## src/sfst_pkg.sv

```systemverilog
/*
  constants, field layouts and carrier structs for the sample fifo status and trigger block.
  assumes a register access port inside the device (address, read/write strobes) and event
  inputs from the fifo core, the detectors and the power-mode logic.
*/
// Behaviour
// - Nonzero fifo output mode makes address zero return fifo status byte.
// - Fifo output mode zero makes address zero return per-axis data-ready status.
// - Overflow flag follows overflowed condition; status reads never clear it.
// - Watermark flag high whenever sample count is at or above watermark.
// - In trigger mode the watermark position reports a detected trigger event.
// - Reading fifo status clears fifo interrupt source bit, flags untouched.
// - After such clear, next entering sample re-sets source bit if flag active.
// - Fifo interrupt source bit sets on overflow or count equal watermark.
// - Six-bit count reports samples held, zero empty, up to thirty-two, resets zero.
// - In trigger mode an enabled detector flag gates the fifo from new samples.
// - Trigger config holds five detector enables; unused bits zero; resets zero.
// - Gate error flag sets on gate error, resets zero, clears when fifo emptied.
// - Five-bit elapsed count counts rate periods since gate error; zero when cleared.
// - System mode field reports standby 00, wake 01, sleep 10; defaults standby.
// - Reading system mode register clears the auto-sleep/wake source bit.
package sfst_pkg;
  localparam logic [7:0] SFST_ADDR_STATUS  = 8'h00;
  localparam logic [7:0] SFST_ADDR_TRIGCFG = 8'h0a;
  localparam logic [7:0] SFST_ADDR_SYSMODE = 8'h0b;
  localparam logic [7:0] SFST_TRIG_MASK    = 8'h3e; // bits 5..1 writable
  localparam logic [7:0] SFST_RESET_BYTE   = 8'h00;
  localparam logic [1:0] SFST_MODE_OFF     = 2'h0;
  localparam logic [1:0] SFST_MODE_TRIG    = 2'h3;
  localparam logic [1:0] SFST_SYS_STANDBY  = 2'h0;
  localparam logic [1:0] SFST_SYS_WAKE     = 2'h1;
  localparam logic [1:0] SFST_SYS_SLEEP    = 2'h2;
  localparam logic [5:0] SFST_CNT_FULL     = 6'h20;
  localparam logic [5:0] SFST_CNT_EMPTY    = 6'h00;
  localparam logic [4:0] SFST_FGT_MAX      = 5'h1f;
  localparam int         SFST_SNAP_DEPTH   = 4;
  localparam int         SFST_SNAP_AW      = 2;

  // power-mode sequencer states, gray along standby -> wake -> sleep
  typedef enum logic [1:0] {
    SFST_ST_STANDBY = 2'b00,
    SFST_ST_WAKE    = 2'b01,
    SFST_ST_SLEEP   = 2'b11
  } sfst_state_type;

  // detector interrupt flags, laid out as the trigger config bits 5..1
  typedef struct packed {
    logic trans;
    logic orient;
    logic pulse;
    logic ffmt;
    logic vecm;
  } sfst_detect_type;

  // per-sample events from the fifo core
  typedef struct packed {
    logic sampleIn;   // a sample is offered to the fifo this cycle
    logic sampleOut;  // host popped one sample
    logic flush;      // fifo emptied wholesale
  } sfst_fifo_ev_type;
endpackage

```

## src/sample_fifo_status_trigger.sv

```systemverilog
/*
  status and trigger control around the 32-sample fifo: count, overflow, watermark/trigger flags,
  trigger gating, gate error with elapsed time, system mode and the address-zero status alias.
  assumes the register port, fifo events, detector flags and rate tick are synchronous to mclk,
  and that the fifo core honours fifoAccept.
*/
`timescale 1ns/1ps
module sample_fifo_status_trigger (
  // clock and reset
  input  wire logic                       mclk,
  input  wire logic                       rst,
  // register port
  input  wire logic [7:0]                 regAddr,
  input  wire logic                       regRd,
  input  wire logic                       regWr,
  input  wire logic [7:0]                 regWrData,
  output logic      [7:0]                 regRdData,
  // fifo setup and events
  input  wire logic [1:0]                 fifoMode,
  input  wire logic [5:0]                 fifoWatermark,
  input  wire sfst_pkg::sfst_fifo_ev_type fifoEv,
  output logic                            fifoAccept,
  // per-axis alias source
  input  wire logic [7:0]                 axisReadyStatus,
  // detectors, gate error, rate tick
  input  wire sfst_pkg::sfst_detect_type  detectFlags,
  input  wire logic                       gateErrEvent,
  input  wire logic                       outputRateTick,
  // power mode
  input  wire logic                       wakeReq,
  input  wire logic                       sleepReq,
  input  wire logic                       standbyReq,
  input  wire logic                       aslpEvent,
  // interrupt source bits
  output logic                            srcFifo,
  output logic                            srcAslp
);
  import sfst_pkg::*;

  logic [5:0]     sampleCnt_reg;
  logic [7:0]     trigCfg_reg;
  logic           overflow_reg;
  logic           trigHit_reg;
  logic           gateErr_reg;
  logic [4:0]     gateTime_reg;
  sfst_state_type sysState_reg;
  sfst_state_type sysState_next;
  logic           srcFifoArmed_reg;
  logic [1:0]     sysCode;
  logic           gateErrClr;
  logic [7:0]     statusByte;
  logic [7:0]     sysByte;
  logic           wmrkFlag;
  logic           trigFire;
  logic           pushOk;
  logic           popOk;
  logic           rdStatus;
  logic           rdSys;
  logic [7:0]     snapRd;

  // trigger fires when an enabled detector raises its flag in trigger mode
  assign trigFire   = (fifoMode == SFST_MODE_TRIG) && |(trigCfg_reg[5:1] & detectFlags);
  assign pushOk     = fifoEv.sampleIn && !trigHit_reg && !trigFire;
  assign popOk      = fifoEv.sampleOut && (sampleCnt_reg != SFST_CNT_EMPTY);
  assign wmrkFlag   = (fifoMode == SFST_MODE_TRIG) ? trigHit_reg
                                                  : (sampleCnt_reg >= fifoWatermark);
  assign statusByte = {overflow_reg, wmrkFlag, sampleCnt_reg};
  assign sysByte    = {gateErr_reg, gateTime_reg, sysCode};
  // emptying clears the gate error unless a new error lands in the same cycle
  assign gateErrClr = !gateErrEvent && (sampleCnt_reg == SFST_CNT_EMPTY);
  assign rdStatus   = regRd && (regAddr == SFST_ADDR_STATUS) && (fifoMode != SFST_MODE_OFF);
  assign rdSys      = regRd && (regAddr == SFST_ADDR_SYSMODE);

  // sample count, saturating; overflow push in fifo mode keeps full
  always_ff @(posedge mclk or posedge rst) begin
    if (rst) begin
      sampleCnt_reg <= SFST_CNT_EMPTY;
    end else if (fifoEv.flush) begin
      sampleCnt_reg <= SFST_CNT_EMPTY;
    end else if (pushOk && !popOk && sampleCnt_reg != SFST_CNT_FULL) begin
      sampleCnt_reg <= sampleCnt_reg + 6'h01;
    end else if (popOk && !pushOk) begin
      sampleCnt_reg <= sampleCnt_reg - 6'h01;
    end
  end

  // fifo core may store only while not gated
  always_ff @(posedge mclk or posedge rst) begin
    if (rst) begin
      fifoAccept <= 1'b1;
    end else begin
      fifoAccept <= !(trigHit_reg || trigFire);
    end
  end

  // overflow is a condition, not a latched event: only draining or fifo mode off ends it
  always_ff @(posedge mclk or posedge rst) begin
    if (rst) begin
      overflow_reg <= 1'b0;
    end else if (fifoEv.flush || popOk || fifoMode == SFST_MODE_OFF) begin
      overflow_reg <= 1'b0;
    end else if (pushOk && sampleCnt_reg == SFST_CNT_FULL) begin
      overflow_reg <= 1'b1;
    end
  end

  // trigger latch; released when trigger mode is left or fifo flushed
  always_ff @(posedge mclk or posedge rst) begin
    if (rst) begin
      trigHit_reg <= 1'b0;
    end else if (trigFire) begin
      trigHit_reg <= 1'b1;
    end else if (fifoMode != SFST_MODE_TRIG || fifoEv.flush) begin
      trigHit_reg <= 1'b0;
    end
  end

  // trigger configuration, unused bits forced low
  always_ff @(posedge mclk or posedge rst) begin
    if (rst) begin
      trigCfg_reg <= SFST_RESET_BYTE;
    end else if (regWr && regAddr == SFST_ADDR_TRIGCFG) begin
      trigCfg_reg <= regWrData & SFST_TRIG_MASK;
    end
  end

  // gate error; a new error outranks the emptying clear
  always_ff @(posedge mclk or posedge rst) begin
    if (rst) begin
      gateErr_reg <= 1'b0;
    end else if (gateErrEvent) begin
      gateErr_reg <= 1'b1;
    end else if (sampleCnt_reg == SFST_CNT_EMPTY) begin
      gateErr_reg <= 1'b0;
    end
  end

  // elapsed rate periods since gate error, saturating
  always_ff @(posedge mclk or posedge rst) begin
    if (rst) begin
      gateTime_reg <= 5'h00;
    end else if (!gateErr_reg || gateErrClr) begin
      gateTime_reg <= 5'h00; // cleared in the same cycle as the flag
    end else if (outputRateTick && gateTime_reg != SFST_FGT_MAX) begin
      gateTime_reg <= gateTime_reg + 5'h01;
    end
  end

  // power mode sequencer; standby wins over everything
  always_comb begin
    sysState_next = sysState_reg;
    case (sysState_reg)
      SFST_ST_STANDBY: begin
        if (wakeReq) sysState_next = SFST_ST_WAKE;
      end
      SFST_ST_WAKE: begin
        if (sleepReq) sysState_next = SFST_ST_SLEEP;
      end
      SFST_ST_SLEEP: begin
        if (wakeReq) sysState_next = SFST_ST_WAKE;
      end
      default: sysState_next = SFST_ST_STANDBY;
    endcase
    if (standbyReq) sysState_next = SFST_ST_STANDBY;
  end

  always_ff @(posedge mclk or posedge rst) begin
    if (rst) begin
      sysState_reg <= SFST_ST_STANDBY;
    end else begin
      sysState_reg <= sysState_next;
    end
  end

  // state encoding is gray internally; the host sees the documented mode codes
  always_comb begin
    case (sysState_reg)
      SFST_ST_WAKE:  sysCode = SFST_SYS_WAKE;
      SFST_ST_SLEEP: sysCode = SFST_SYS_SLEEP;
      default:       sysCode = SFST_SYS_STANDBY;
    endcase
  end

  // fifo source bit; set beats clear, re-armed by next sample after a read
  always_ff @(posedge mclk or posedge rst) begin
    if (rst) begin
      srcFifo          <= 1'b0;
      srcFifoArmed_reg <= 1'b0;
    end else if ((pushOk && sampleCnt_reg == SFST_CNT_FULL) ||
                 (pushOk && (sampleCnt_reg + 6'h01) == fifoWatermark)) begin
      srcFifo          <= 1'b1;
      srcFifoArmed_reg <= 1'b0;
    end else if (srcFifoArmed_reg && pushOk && (overflow_reg || wmrkFlag)) begin
      srcFifo          <= 1'b1;
      srcFifoArmed_reg <= 1'b0;
    end else if (rdStatus) begin
      srcFifo          <= 1'b0;
      srcFifoArmed_reg <= 1'b1;
    end
  end

  // auto-sleep source bit; a new event in the read cycle survives
  always_ff @(posedge mclk or posedge rst) begin
    if (rst) begin
      srcAslp <= 1'b0;
    end else if (aslpEvent) begin
      srcAslp <= 1'b1;
    end else if (rdSys) begin
      srcAslp <= 1'b0;
    end
  end

  // snapshot of the alias byte; snapRd is not used, the read mux serves address zero live
  sfst_snap_mem u_snap (
    .mclk   (mclk),
    .rst    (rst),
    .wrEn   (1'b1),
    .wrAddr (2'h0),
    .wrData ((fifoMode != SFST_MODE_OFF) ? statusByte : axisReadyStatus),
    .rdAddr (2'h0),
    .rdData (snapRd)
  );

  // read mux; address zero served live, others from state, unmapped read as zero
  always_ff @(posedge mclk or posedge rst) begin
    if (rst) begin
      regRdData <= SFST_RESET_BYTE;
    end else begin
      case (regAddr)
        SFST_ADDR_STATUS:  regRdData <= (fifoMode != SFST_MODE_OFF) ? statusByte : axisReadyStatus;
        SFST_ADDR_TRIGCFG: regRdData <= trigCfg_reg;
        SFST_ADDR_SYSMODE: regRdData <= sysByte;
        default:           regRdData <= SFST_RESET_BYTE;
      endcase
    end
  end
endmodule

```

## src/sfst_snap_mem.sv

```systemverilog
/*
  small register-output memory holding the last read-back bytes of the status registers.
  assumes one writer and one reader on the same clock; read data lags the address by one cycle.
*/
`timescale 1ns/1ps
module sfst_snap_mem (
  // clock and reset
  input  wire logic                              mclk,
  input  wire logic                              rst,
  // write side
  input  wire logic                              wrEn,
  input  wire logic [sfst_pkg::SFST_SNAP_AW-1:0] wrAddr,
  input  wire logic [7:0]                        wrData,
  // read side
  input  wire logic [sfst_pkg::SFST_SNAP_AW-1:0] rdAddr,
  output logic      [7:0]                        rdData
);
  import sfst_pkg::*;
  logic [7:0] memArr [SFST_SNAP_DEPTH];

  // entries reset so reads never show unknowns
  always_ff @(posedge mclk or posedge rst) begin
    if (rst) begin
      for (int i = 0; i < SFST_SNAP_DEPTH; i++) begin
        memArr[i] <= SFST_RESET_BYTE;
      end
    end else if (wrEn) begin
      memArr[wrAddr] <= wrData;
    end
  end

  // registered read data
  always_ff @(posedge mclk or posedge rst) begin
    if (rst) begin
      rdData <= SFST_RESET_BYTE;
    end else begin
      rdData <= memArr[rdAddr];
    end
  end
endmodule

```

## config.mk

```make
export PLATFORM = sky130hd
export DESIGN_NAME = sample_fifo_status_trigger
export DESIGN_NICKNAME = d
export VERILOG_FILES = /design/src/sfst_pkg.sv /design/src/sample_fifo_status_trigger.sv /design/src/sfst_snap_mem.sv
export SDC_FILE = /design/constraint.sdc
export NUM_CORES = 1
export LEC_CHECK = 0
export ABC_CLOCK_PERIOD_IN_PS = 3500
export BUFFER_PORTS_ARGS = -buffer_cell sky130_fd_sc_hd__clkbuf_2
export CAP_MARGIN = 15
export CELL_PAD_IN_SITES_DETAIL_PLACEMENT = 2
export CELL_PAD_IN_SITES_GLOBAL_PLACEMENT = 2
export CORE_MARGIN = 5
export CORE_UTILIZATION = 34
export CTS_BUF_LIST = sky130_fd_sc_hd__clkbuf_2
export CTS_CLUSTER_DIAMETER = 30
export DETAILED_ROUTE_END_ITERATION = 12
export GPL_TIMING_DRIVEN = 0
export PLACE_DENSITY = 0.95
export SLEW_MARGIN = 20
export SYNTH_ARGS = -nofsm -noshare
export SYNTH_HDL_FRONTEND = slang
export SYNTH_SLANG_ARGS = --single-unit
```

## constraint.sdc

```tcl
create_clock -name mclk -period 3.5 [get_ports mclk]
set_input_delay 0.525 -clock mclk [delete_from_list [all_inputs] [get_ports mclk]]
set_output_delay 0.525 -clock mclk [all_outputs]
set_load 0.05 [all_outputs]
```

* Yosys cells after proc, flatten, opt, wreduce, memory -nomap -nowiden
Cells that the tools add are included.
** Storage, ports and cells
- Word-level logic and storage cells :: 103
- Register bits :: 33
- Output and inout port bits :: 11
- Input bits :: 50
** Operators by class
- Bitwise operators :: 1
- Multiplexer cells :: 27
- Reductions and logical operators :: 47
- Magnitude comparators :: 1
- Equal/unequal tests :: 12
- Add/sub/neg operators :: 3
** Operators with widths (number)
- 8-bit case mux with 3 select lines :: 1
- 6-bit two-way mux :: 3
- 1-bit logical AND :: 17
- 8-bit by 4-bit == test with 1-bit output (second input constant) :: 2
- 1-bit two-way mux :: 15
- 2-bit nonzero test :: 6
- 5-bit two-way mux :: 2
- 8-bit logical NOT :: 1
- 8-bit two-way mux :: 1
- 2-bit case mux with 2 select lines :: 2
- 1-bit logical NOT :: 7
- 1-bit logical OR :: 7
- 6-bit by 1-bit adder with 6-bit output (second input constant) :: 1
- 6-bit == test :: 1
- 6-bit == test (second input constant) :: 1
- 6-bit greater-or-equal comparator :: 1
- 6-bit logical NOT :: 1
- 2-bit two-way mux :: 3
- 6-bit != test (second input constant) :: 1
- 3-bit nonzero test :: 2
- 6-bit nonzero test :: 1
- 6-bit by 1-bit subtractor with 6-bit output (second input constant) :: 1
- 5-bit by 1-bit adder with 5-bit output (second input constant) :: 1
- 5-bit AND :: 1
- 10 further kinds :: 12

* Logic depth before layout (Yosys ltp)
Gate-level depths: netlist (run 1).
- Depth in word-level cells :: 10
- Mapped depth :: 9
- Depth with buffers taken out :: 8

* Least setup slack after synthesis (run 1)
OpenSTA, ideal clock, no wires.
- Path kind :: register to register
- Start :: register sampleCnt_reg[1]
- End :: register sampleCnt_reg[1]
- Clock period less this slack :: 2.326 ns
- Path buffers :: 1
- Library setup time :: 0.133 ns
- Data required time :: 3.367 ns
- Path slack :: 1.174 ns
- Stages on the path, launching flop included :: 9
- Arrival :: 2.193 ns
- Cells stage by stage :: dfrtp_1 > clkbuf_1 > inv_1 > ha_1 > or4b_4 > mux2_4 > or3_4 > a211oi_1 > a311oi_1
** On the way
- Word-level cells in the longest chain between the ends :: 7
- Elaborated cells on any way between the ends :: 13
- Those cells by class :: 2 x add/sub; 1 x eq/ne; 3 x mux; 7 x reduce/logical
** RTL lines
- start: declaration :: line sample_fifo_status_trigger.sv:40 : logic [5:0] sampleCnt_reg;
- start signal: assignment :: line sample_fifo_status_trigger.sv:81 : sampleCnt_reg <= sampleCnt_reg + 6'h01;
- start signal: assignment :: line sample_fifo_status_trigger.sv:83 : sampleCnt_reg <= sampleCnt_reg - 6'h01;
- parallel branches: the longest is 7 deep, another holds 6-bit by 1-bit subtractor with 6-bit output
Several ways; the timed one is not identified. The select of a mux whose other input is x is not followed.
A chain may end at the register's enable or synchronous reset.

* Worst setup path in the final report (run 1)
- Start :: register sampleCnt_reg[1]
- End :: register sampleCnt_reg[2]
Same word-level chain as after synthesis.

==> flow_summary.toml, run 1 <==
[run_status]
outcome = "finished clean"

[yosys]
synthesis.instances = 212
synth_top_flop_cell = "dfrtp_1"
synth_edf_count = 0
yosysWarnings = 0
seq_area_frac_synth_pct = 40.8
ys_ff_latch = 33
postSynthAreaPerCell_um2 = 9.56
synth_fp_nets = 275
yosysUniqueCellTypes = 42
synthesis.area_mm2 = 0.00203
synth_async_sr_flop_share_pct = 100

[pwr]
p_sw_mw = 0.531
intPower_mw = 0.727
ir_worst_vdd_uv = 165
p_leak_nw = 1.21
seqPwrFrac_pct = 39.4
power.total_mw = 1.26
combPwrFrac_pct = 45.1
powerDensity_mw_per_mm2 = 515
p_sw_share_pct = 42.2
pwr-share-clk_pct = 15.5

[global_routing]
grt_overflow = 0
antenna_found_initial = 0
grt_max_degree = 34
grt_pass1_wl_um = 11100
grt_usage_pct = 18.9
grt_pass1_vias = 2234

[critical_path]
worstPathRequired_ns = 3.76
start_kind = "register"
critical_path_class = "register to register"
end_kind = "register"
cp_data_arrival_time_ns = 2.94
worstPathMaxFanout = 8

[cts]
cts_sinks = 33
cts_root_buf = "clkbuf_2"
cts_buffer_depth = 2
cts_setup_buffers = 0
clk_pin_slew_ns = 0.20
cts_resized = 0
cts-buffers-inserted = 5
cts_hold_buf = 0
cts_tree = "yes"
htreeDepth = 2
clk_latency_ns = 0.40

[floorplan]
rows = 28
die_x_um = 87.2
io_pins = 61
initial_core_util_pct = 34.6
core_area_mm2 = 0.00585
dieArea_mm2 = 0.00761
die_h_um = 87.2

[timing]
finalSetupViolCount = 0
post-route-period-util_pct = 76.5
max_freq_mhz = 374
finalSetupTns_ns = 0
hold_violations = 0
rsz0062_at_grt = "no"
fin_crit_ns = 2.68
whs_ns = 0.198
fin_skew_ns = 0.0326
relSlewSlack_pct = 50.6
drv_slew = 0
worstMarginPinSlew_ns = 0.740

[final_layout]
fillerInstances = 659
largest_reg_flops = 8
multiInputGateArea_mm2 = 0.00111
drive_above_1_share_pct = 27.9
regArea_um2 = 827
n_antenna_cell = 0
syn_to_final_growth_pct = 20.4
nNetsFinal = 338
final_util_pct = 41.7

[detailed_routing]
drt-total-wl_um = 6880
ant_nets = 0
drc = 0
vias_per_cell = 5.42
post_drt_wl_per_cell_um = 19.6
drt_iter0_markers = 42
vias = 1904
dr.pass1.iters = 4

[place]
place_hpwl_um = 5480
portBuffers = 56
place.gp.congestion = 0.825

[flow_run]
cap_violations = 0

[min_path]
hold_class = "primary input to asynchronous set/reset pin"
[per-layer routing]
layer / vias to the layer above / part of all wire [%] / global-route usage [%] / routed length, um
met5: - / 0 / 0 / 0
met1: 969 / 41 / 21.4 / 2800
met3: 9 / 5.2 / 4.35 / 355
met4: 0 / 1.1 / 4.18 / 79
met2: 48 / 53 / 35.7 / 3650
li1: 878 / - / - / -
[logic make-up after synthesis]
kind of cell | Yosys count | synth area share (%)
xor gates and xnor gates | 14 | 6.05
adders and majority gates | 13 | 8.02
buffers and inverters | 21 | 4.32
muxes | 16 | 8.46
AOI/OAI and AO/OA | 48 | 15.6
DFF | 33 | 40.8
and+or+nand+nor | 67 | 16.8
[Yosys cell counts (3+ instances only)]
master,number,area share [%]
xnor2_1,5,2.2
o31a_1,3,1.3
a21oi_1,6,1.5
a211oi_1,4,1.5
nand2b_1,8,2.5
a22oi_1,7,2.6
xor2_1,9,3.9
dfrtp_1,32,40
ha_1,13,8.0
nor4_1,4,1.2
nor2_1,23,4.3
nand3_1,4,0.99
nand2_1,12,2.2
inv_1,13,2.4
o21ai_0,15,3.7
mux2_2,5,2.8
o21a_1,3,1.1
mux2i_1,10,4.9
nand4_1,4,1.2
clkbuf_1,5,0.93
[power by group through the flow]
stage	sequential [mW]	combinational (mW)	clock, mW
after global routing	0.504	0.627	0.213
final	0.496	0.567	0.195
after detailed placement	0.501	0.560	0
after CTS	0.496	0.570	0.197
after global placement	0.496	0.515	0
after floorplan	0.489	0.392	0
[metrics by stage]
| step | worst slack, ns | instance area (um2) | cells |
|---|---|---|---|
| after floorplan | 1.17 | 2030 | 212 |
| after global placement | 0.988 | 2400 | 343 |
| after detailed placement | 0.884 | 2400 | 343 |
| after CTS | 0.847 | 2440 | 351 |
| after global routing | 0.657 | 2440 | 351 |
| final | 0.823 | 2440 | 351 |
[worst max-delay path, cell delays in order (launching register included)]
cell and delay [ns]:
dfrtp_1 0.43, clkbuf_1 0.24, inv_1 0.12, ha_1 0.20, or4b_4 0.52, mux2_4 0.35, nor3_1 0.33, a22oi_1 0.15
xor2_1 0.17, nor2_1 0.06
[worst paths after layout]
kind / start / end / slack (ns) / cells past startpoint
setup / recovery: sampleCnt_reg[1] / sampleCnt_reg[2] / 0.82 / 9
hold / removal: rst / sysState_reg[0] / 0.20 / 2
setup reg to reg: sampleCnt_reg[1] / sampleCnt_reg[2] / 0.82 / 9
hold reg to reg: trigHit_reg / fifoAccept / 0.51 / 1
max in group asynchronous: rst / sampleCnt_reg[0] / 2.80 / 2
min in group mclk: standbyReq / sysState_reg[0] / 0.26 / 2
[area by class of cell]
cell class                      count  area share (%)
Multi-Input combinational cell    158            45.6
Sequential cell                    33            33.9
Timing Repair Buffer               56            11.5
Tap cell                           75            3.84
Inverter                           13            2.00
Buffer                              8            1.59
Clock buffer                        7            1.44
Clock inverter                      1           0.205
[placed cells by master (no fill, tap or decap), drive strengths merged, types with 2 or more instances in the layout]
| cell type | synthesis | layout |
|---|---|---|
| nor4 | 4 | 4 |
| or3 | 2 | 2 |
| and3 | 2 | 2 |
| a21o | 2 | 2 |
| nor3 | 2 | 2 |
| xor2 | 9 | 9 |
| nand4 | 4 | 4 |
| nor2 | 23 | 23 |
| nor2b | 2 | 2 |
| o21ai | 15 | 15 |
| a31oi | 2 | 2 |
| a21oi | 6 | 6 |
| clkbuf | 5 | 68 |
| a211oi | 4 | 4 |
| o31a | 3 | 3 |
| buf | 3 | 3 |
| nand2b | 8 | 8 |
| mux2 | 6 | 6 |
| inv | 13 | 13 |
| nand3 | 4 | 4 |
| a22oi | 7 | 7 |
| ha | 13 | 13 |
| o21a | 3 | 3 |
| mux2i | 10 | 10 |
| xnor2 | 5 | 5 |
| nand2 | 12 | 12 |
| dfrtp | 32 | 32 |
Note: power is estimated with default switching activity, not from simulation.
==> inputs of run 2 (changes only) <==
- ABC_AREA: unset -> 1
- ABC_CLOCK_PERIOD_IN_PS: 3500 -> 2400
- CORE_UTILIZATION: 34 -> 28
- PLACE_DENSITY: 0.95 -> 0.88
- clock period: 3.5 -> 2.4 ns (I/O delays scaled with it)
==> flow_summary.toml, run 2 <==
[place]
place_hpwl_um = 6330
place.gp.congestion = 0.832
portBuffers = 57

[floorplan]
initial_core_util_pct = 28.9
die_h_um = 99.6
core_area_mm2 = 0.00777
rows = 32
io_pins = 61
die_x_um = 99.6
dieArea_mm2 = 0.00992

[detailed_routing]
dr.pass1.iters = 4
drt_iter0_markers = 73
vias = 2198
post_drt_wl_per_cell_um = 16.9
ant_nets = 0
vias_per_cell = 4.92
drt-total-wl_um = 7570
drc = 0

[critical_path]
cp_num_cells = 9
max_stage_delay_ns = 0.48
worstPathRequired_ns = 2.70
start_kind = "register"
crit_chain = "inv_1 > ha_1 > nand4_2 > nand2_2 > inv_2 > nand2_1 > nand3_2 > nand3_1 > nand2_1"
r2r_start = "sampleCnt_reg[0]"
crit_slowest_cell = "dfrtp_1"
worstPathMaxFanout = 7
crit_buf_inv = 2
cp_data_arrival_time_ns = 2.40
end_kind = "register"
path_common_cell = "nand2_1"
crit_start = "sampleCnt_reg[0]"
critical_path_class = "register to register"
critical_path.top_delay_family = "simple AND/OR/NAND/NOR gates"
r2r_cells = 9

[timing]
finalSetupTns_ns = 0
max_freq_mhz = 476
fin_crit_ns = 2.10
hold_violations = 0
drv_slew = 0
rsz0062_at_grt = "no"
whs_ns = 0.0324
post-route-period-util_pct = 87.5
finalSetupViolCount = 0
relSlewSlack_pct = 50.8
fin_skew_ns = 0.0278
worstMarginPinSlew_ns = 0.737

[pwr]
ir_worst_vdd_uv = 227
p_sw_share_pct = 41.9
p_leak_nw = 1.48
pwr-share-clk_pct = 22.3
seqPwrFrac_pct = 35.1
powerDensity_mw_per_mm2 = 797
combPwrFrac_pct = 42.6
p_sw_mw = 0.918
intPower_mw = 1.28

[yosys]
synth_edf_count = 0
postSynthAreaPerCell_um2 = 8.03
synthesis.area_mm2 = 0.00225
yosysMostFrequentCell = "nand2_1"
ys_ff_latch = 33
synth.area.top_cells = "dfrtp_1 (36%), nand2_1 (13%), ha_1 (7.2%)"
synth_fp_nets = 343
yosysWarnings = 0
synth_commonest_cells = "nand2_1 (75), dfrtp_1 (32), nand3_1 (29)"
yosysUniqueCellTypes = 36
synth_top_flop_cell = "dfrtp_1"
yosysTopAreaCellShare_pct = 35.6
synth_top_area_cell = "dfrtp_1"
synthesis.instances = 280
synth_async_sr_flop_share_pct = 100
seq_area_frac_synth_pct = 36.8

[final_layout]
layout_common_cells = "nand2_1 (75), clkbuf_2 (62), dfrtp_1 (32)"
nNetsFinal = 407
multiInputGateArea_mm2 = 0.00126
final_common_cell = "nand2_1"
largest_reg_flops = 8
n_antenna_cell = 0
syn_to_final_growth_pct = 22.4
regArea_um2 = 827
fillerInstances = 926
drive_above_1_share_pct = 27.2

[cts]
clk_latency_ns = 0.41
cts_hold_buf = 0
clk_pin_slew_ns = 0.20
cts_setup_buffers = 0
cts_sinks = 33
htreeDepth = 2
cts-buffers-inserted = 5
cts_resized = 0
cts_buffer_depth = 2
cts_root_buf = "clkbuf_2"
cts_tree = "yes"

[flow_run]
cap_violations = 0

[global_routing]
antenna_found_initial = 0
grt_pass1_wl_um = 12200
grt_overflow = 0
grt_usage_pct = 15.7
grt_pass1_vias = 2481
grt_max_degree = 34

[run_status]
outcome = "finished clean"

[min_path]
hold_class = "primary input to asynchronous set/reset pin"
## run 2: cell types whose count changed in the layout (fill, tap and decap cells not counted), moves of 5 or more
cell	delta
nand2_1	+63
nand3_1	+25
inv_1	+15
o21ai_0	-12
mux2i_1	-10
o211ai_1	+9
nand2b_1	-8
a22oi_1	-7
inv_2	+5
mux2_2	-5
nand4_1	+5
## run 2: routing by layer
layer / vias up / GRT usage [%] / share of wire, %
met3: 20 / 2.73 / 4.2
met5: - / 0 / 0
met4: 0 / 6.93 / 2.6
met1: 1068 / 18.2 / 40
li1: 1057 / - / -
met2: 53 / 28.0 / 53
## run 2: cells by family after synthesis
| kind of cell | share of synthesized area, % |
|---|---|
| simple gates | 33.2 |
| buf+inv | 7.35 |
| flops | 36.8 |
| compound gates | 8.63 |
| fa+ha+maj | 7.23 |
| xor+xnor | 3.51 |
| mux | 3.34 |
## run 2: power by group through the flow
stage          registers, mW  clock network [mW]  logic, mW
2_1_floorplan          0.767                   0      0.656
3_3_place_gp           0.768                   0      0.889
3_5_place_dp           0.781                   0      0.945
4_1_cts                0.770               0.500      0.953
5_1_grt                0.784               0.523       1.06
6_report               0.770               0.490      0.934
## run 2: worst paths after layout
check	to	slack, ns
min in group mclk	sysState_reg[0]	0.14
max reg2reg	sampleCnt_reg[5]	0.30
max	sampleCnt_reg[5]	0.30
min	sampleCnt_reg[4]	0.03
min reg2reg	fifoAccept	0.47
max in group asynchronous	srcAslp	1.88
## run 2: worst reg2reg max path, cell delays in order (launching register included)
cell and delay, ns:
dfrtp_1 0.48, inv_1 0.21, ha_1 0.29, nand4_2 0.18, nand2_2 0.16, inv_2 0.08, nand2_1 0.19, nand3_2 0.19
nand3_1 0.15, nand2_1 0.06
## run 2: final cells by class
class | count | share of cell area [%]
flip-flops and latches | 33 | 30.1
multi-input cells | 208 | 45.7
repair buffers | 57 | 10.4
inverters | 35 | 4.77
clock inverters | 3 | 2.36
plain buffers | 4 | 1.23
well taps | 102 | 4.64
clock buffers | 5 | 0.910
## run 2: through the flow
stage	power [mW]	setup slack, ns	cells	cell area (um2)	util [%]
3_3_place_gp	1.66	0.439	439	2660	34.3
3_5_place_dp	1.73	0.356	439	2660	34.3
2_1_floorplan	1.42	0.793	280	2250	-
5_1_grt	2.37	0.134	447	2750	35.4
4_1_cts	2.22	0.300	447	2750	35.4
6_report	2.19	0.299	447	2750	35.4
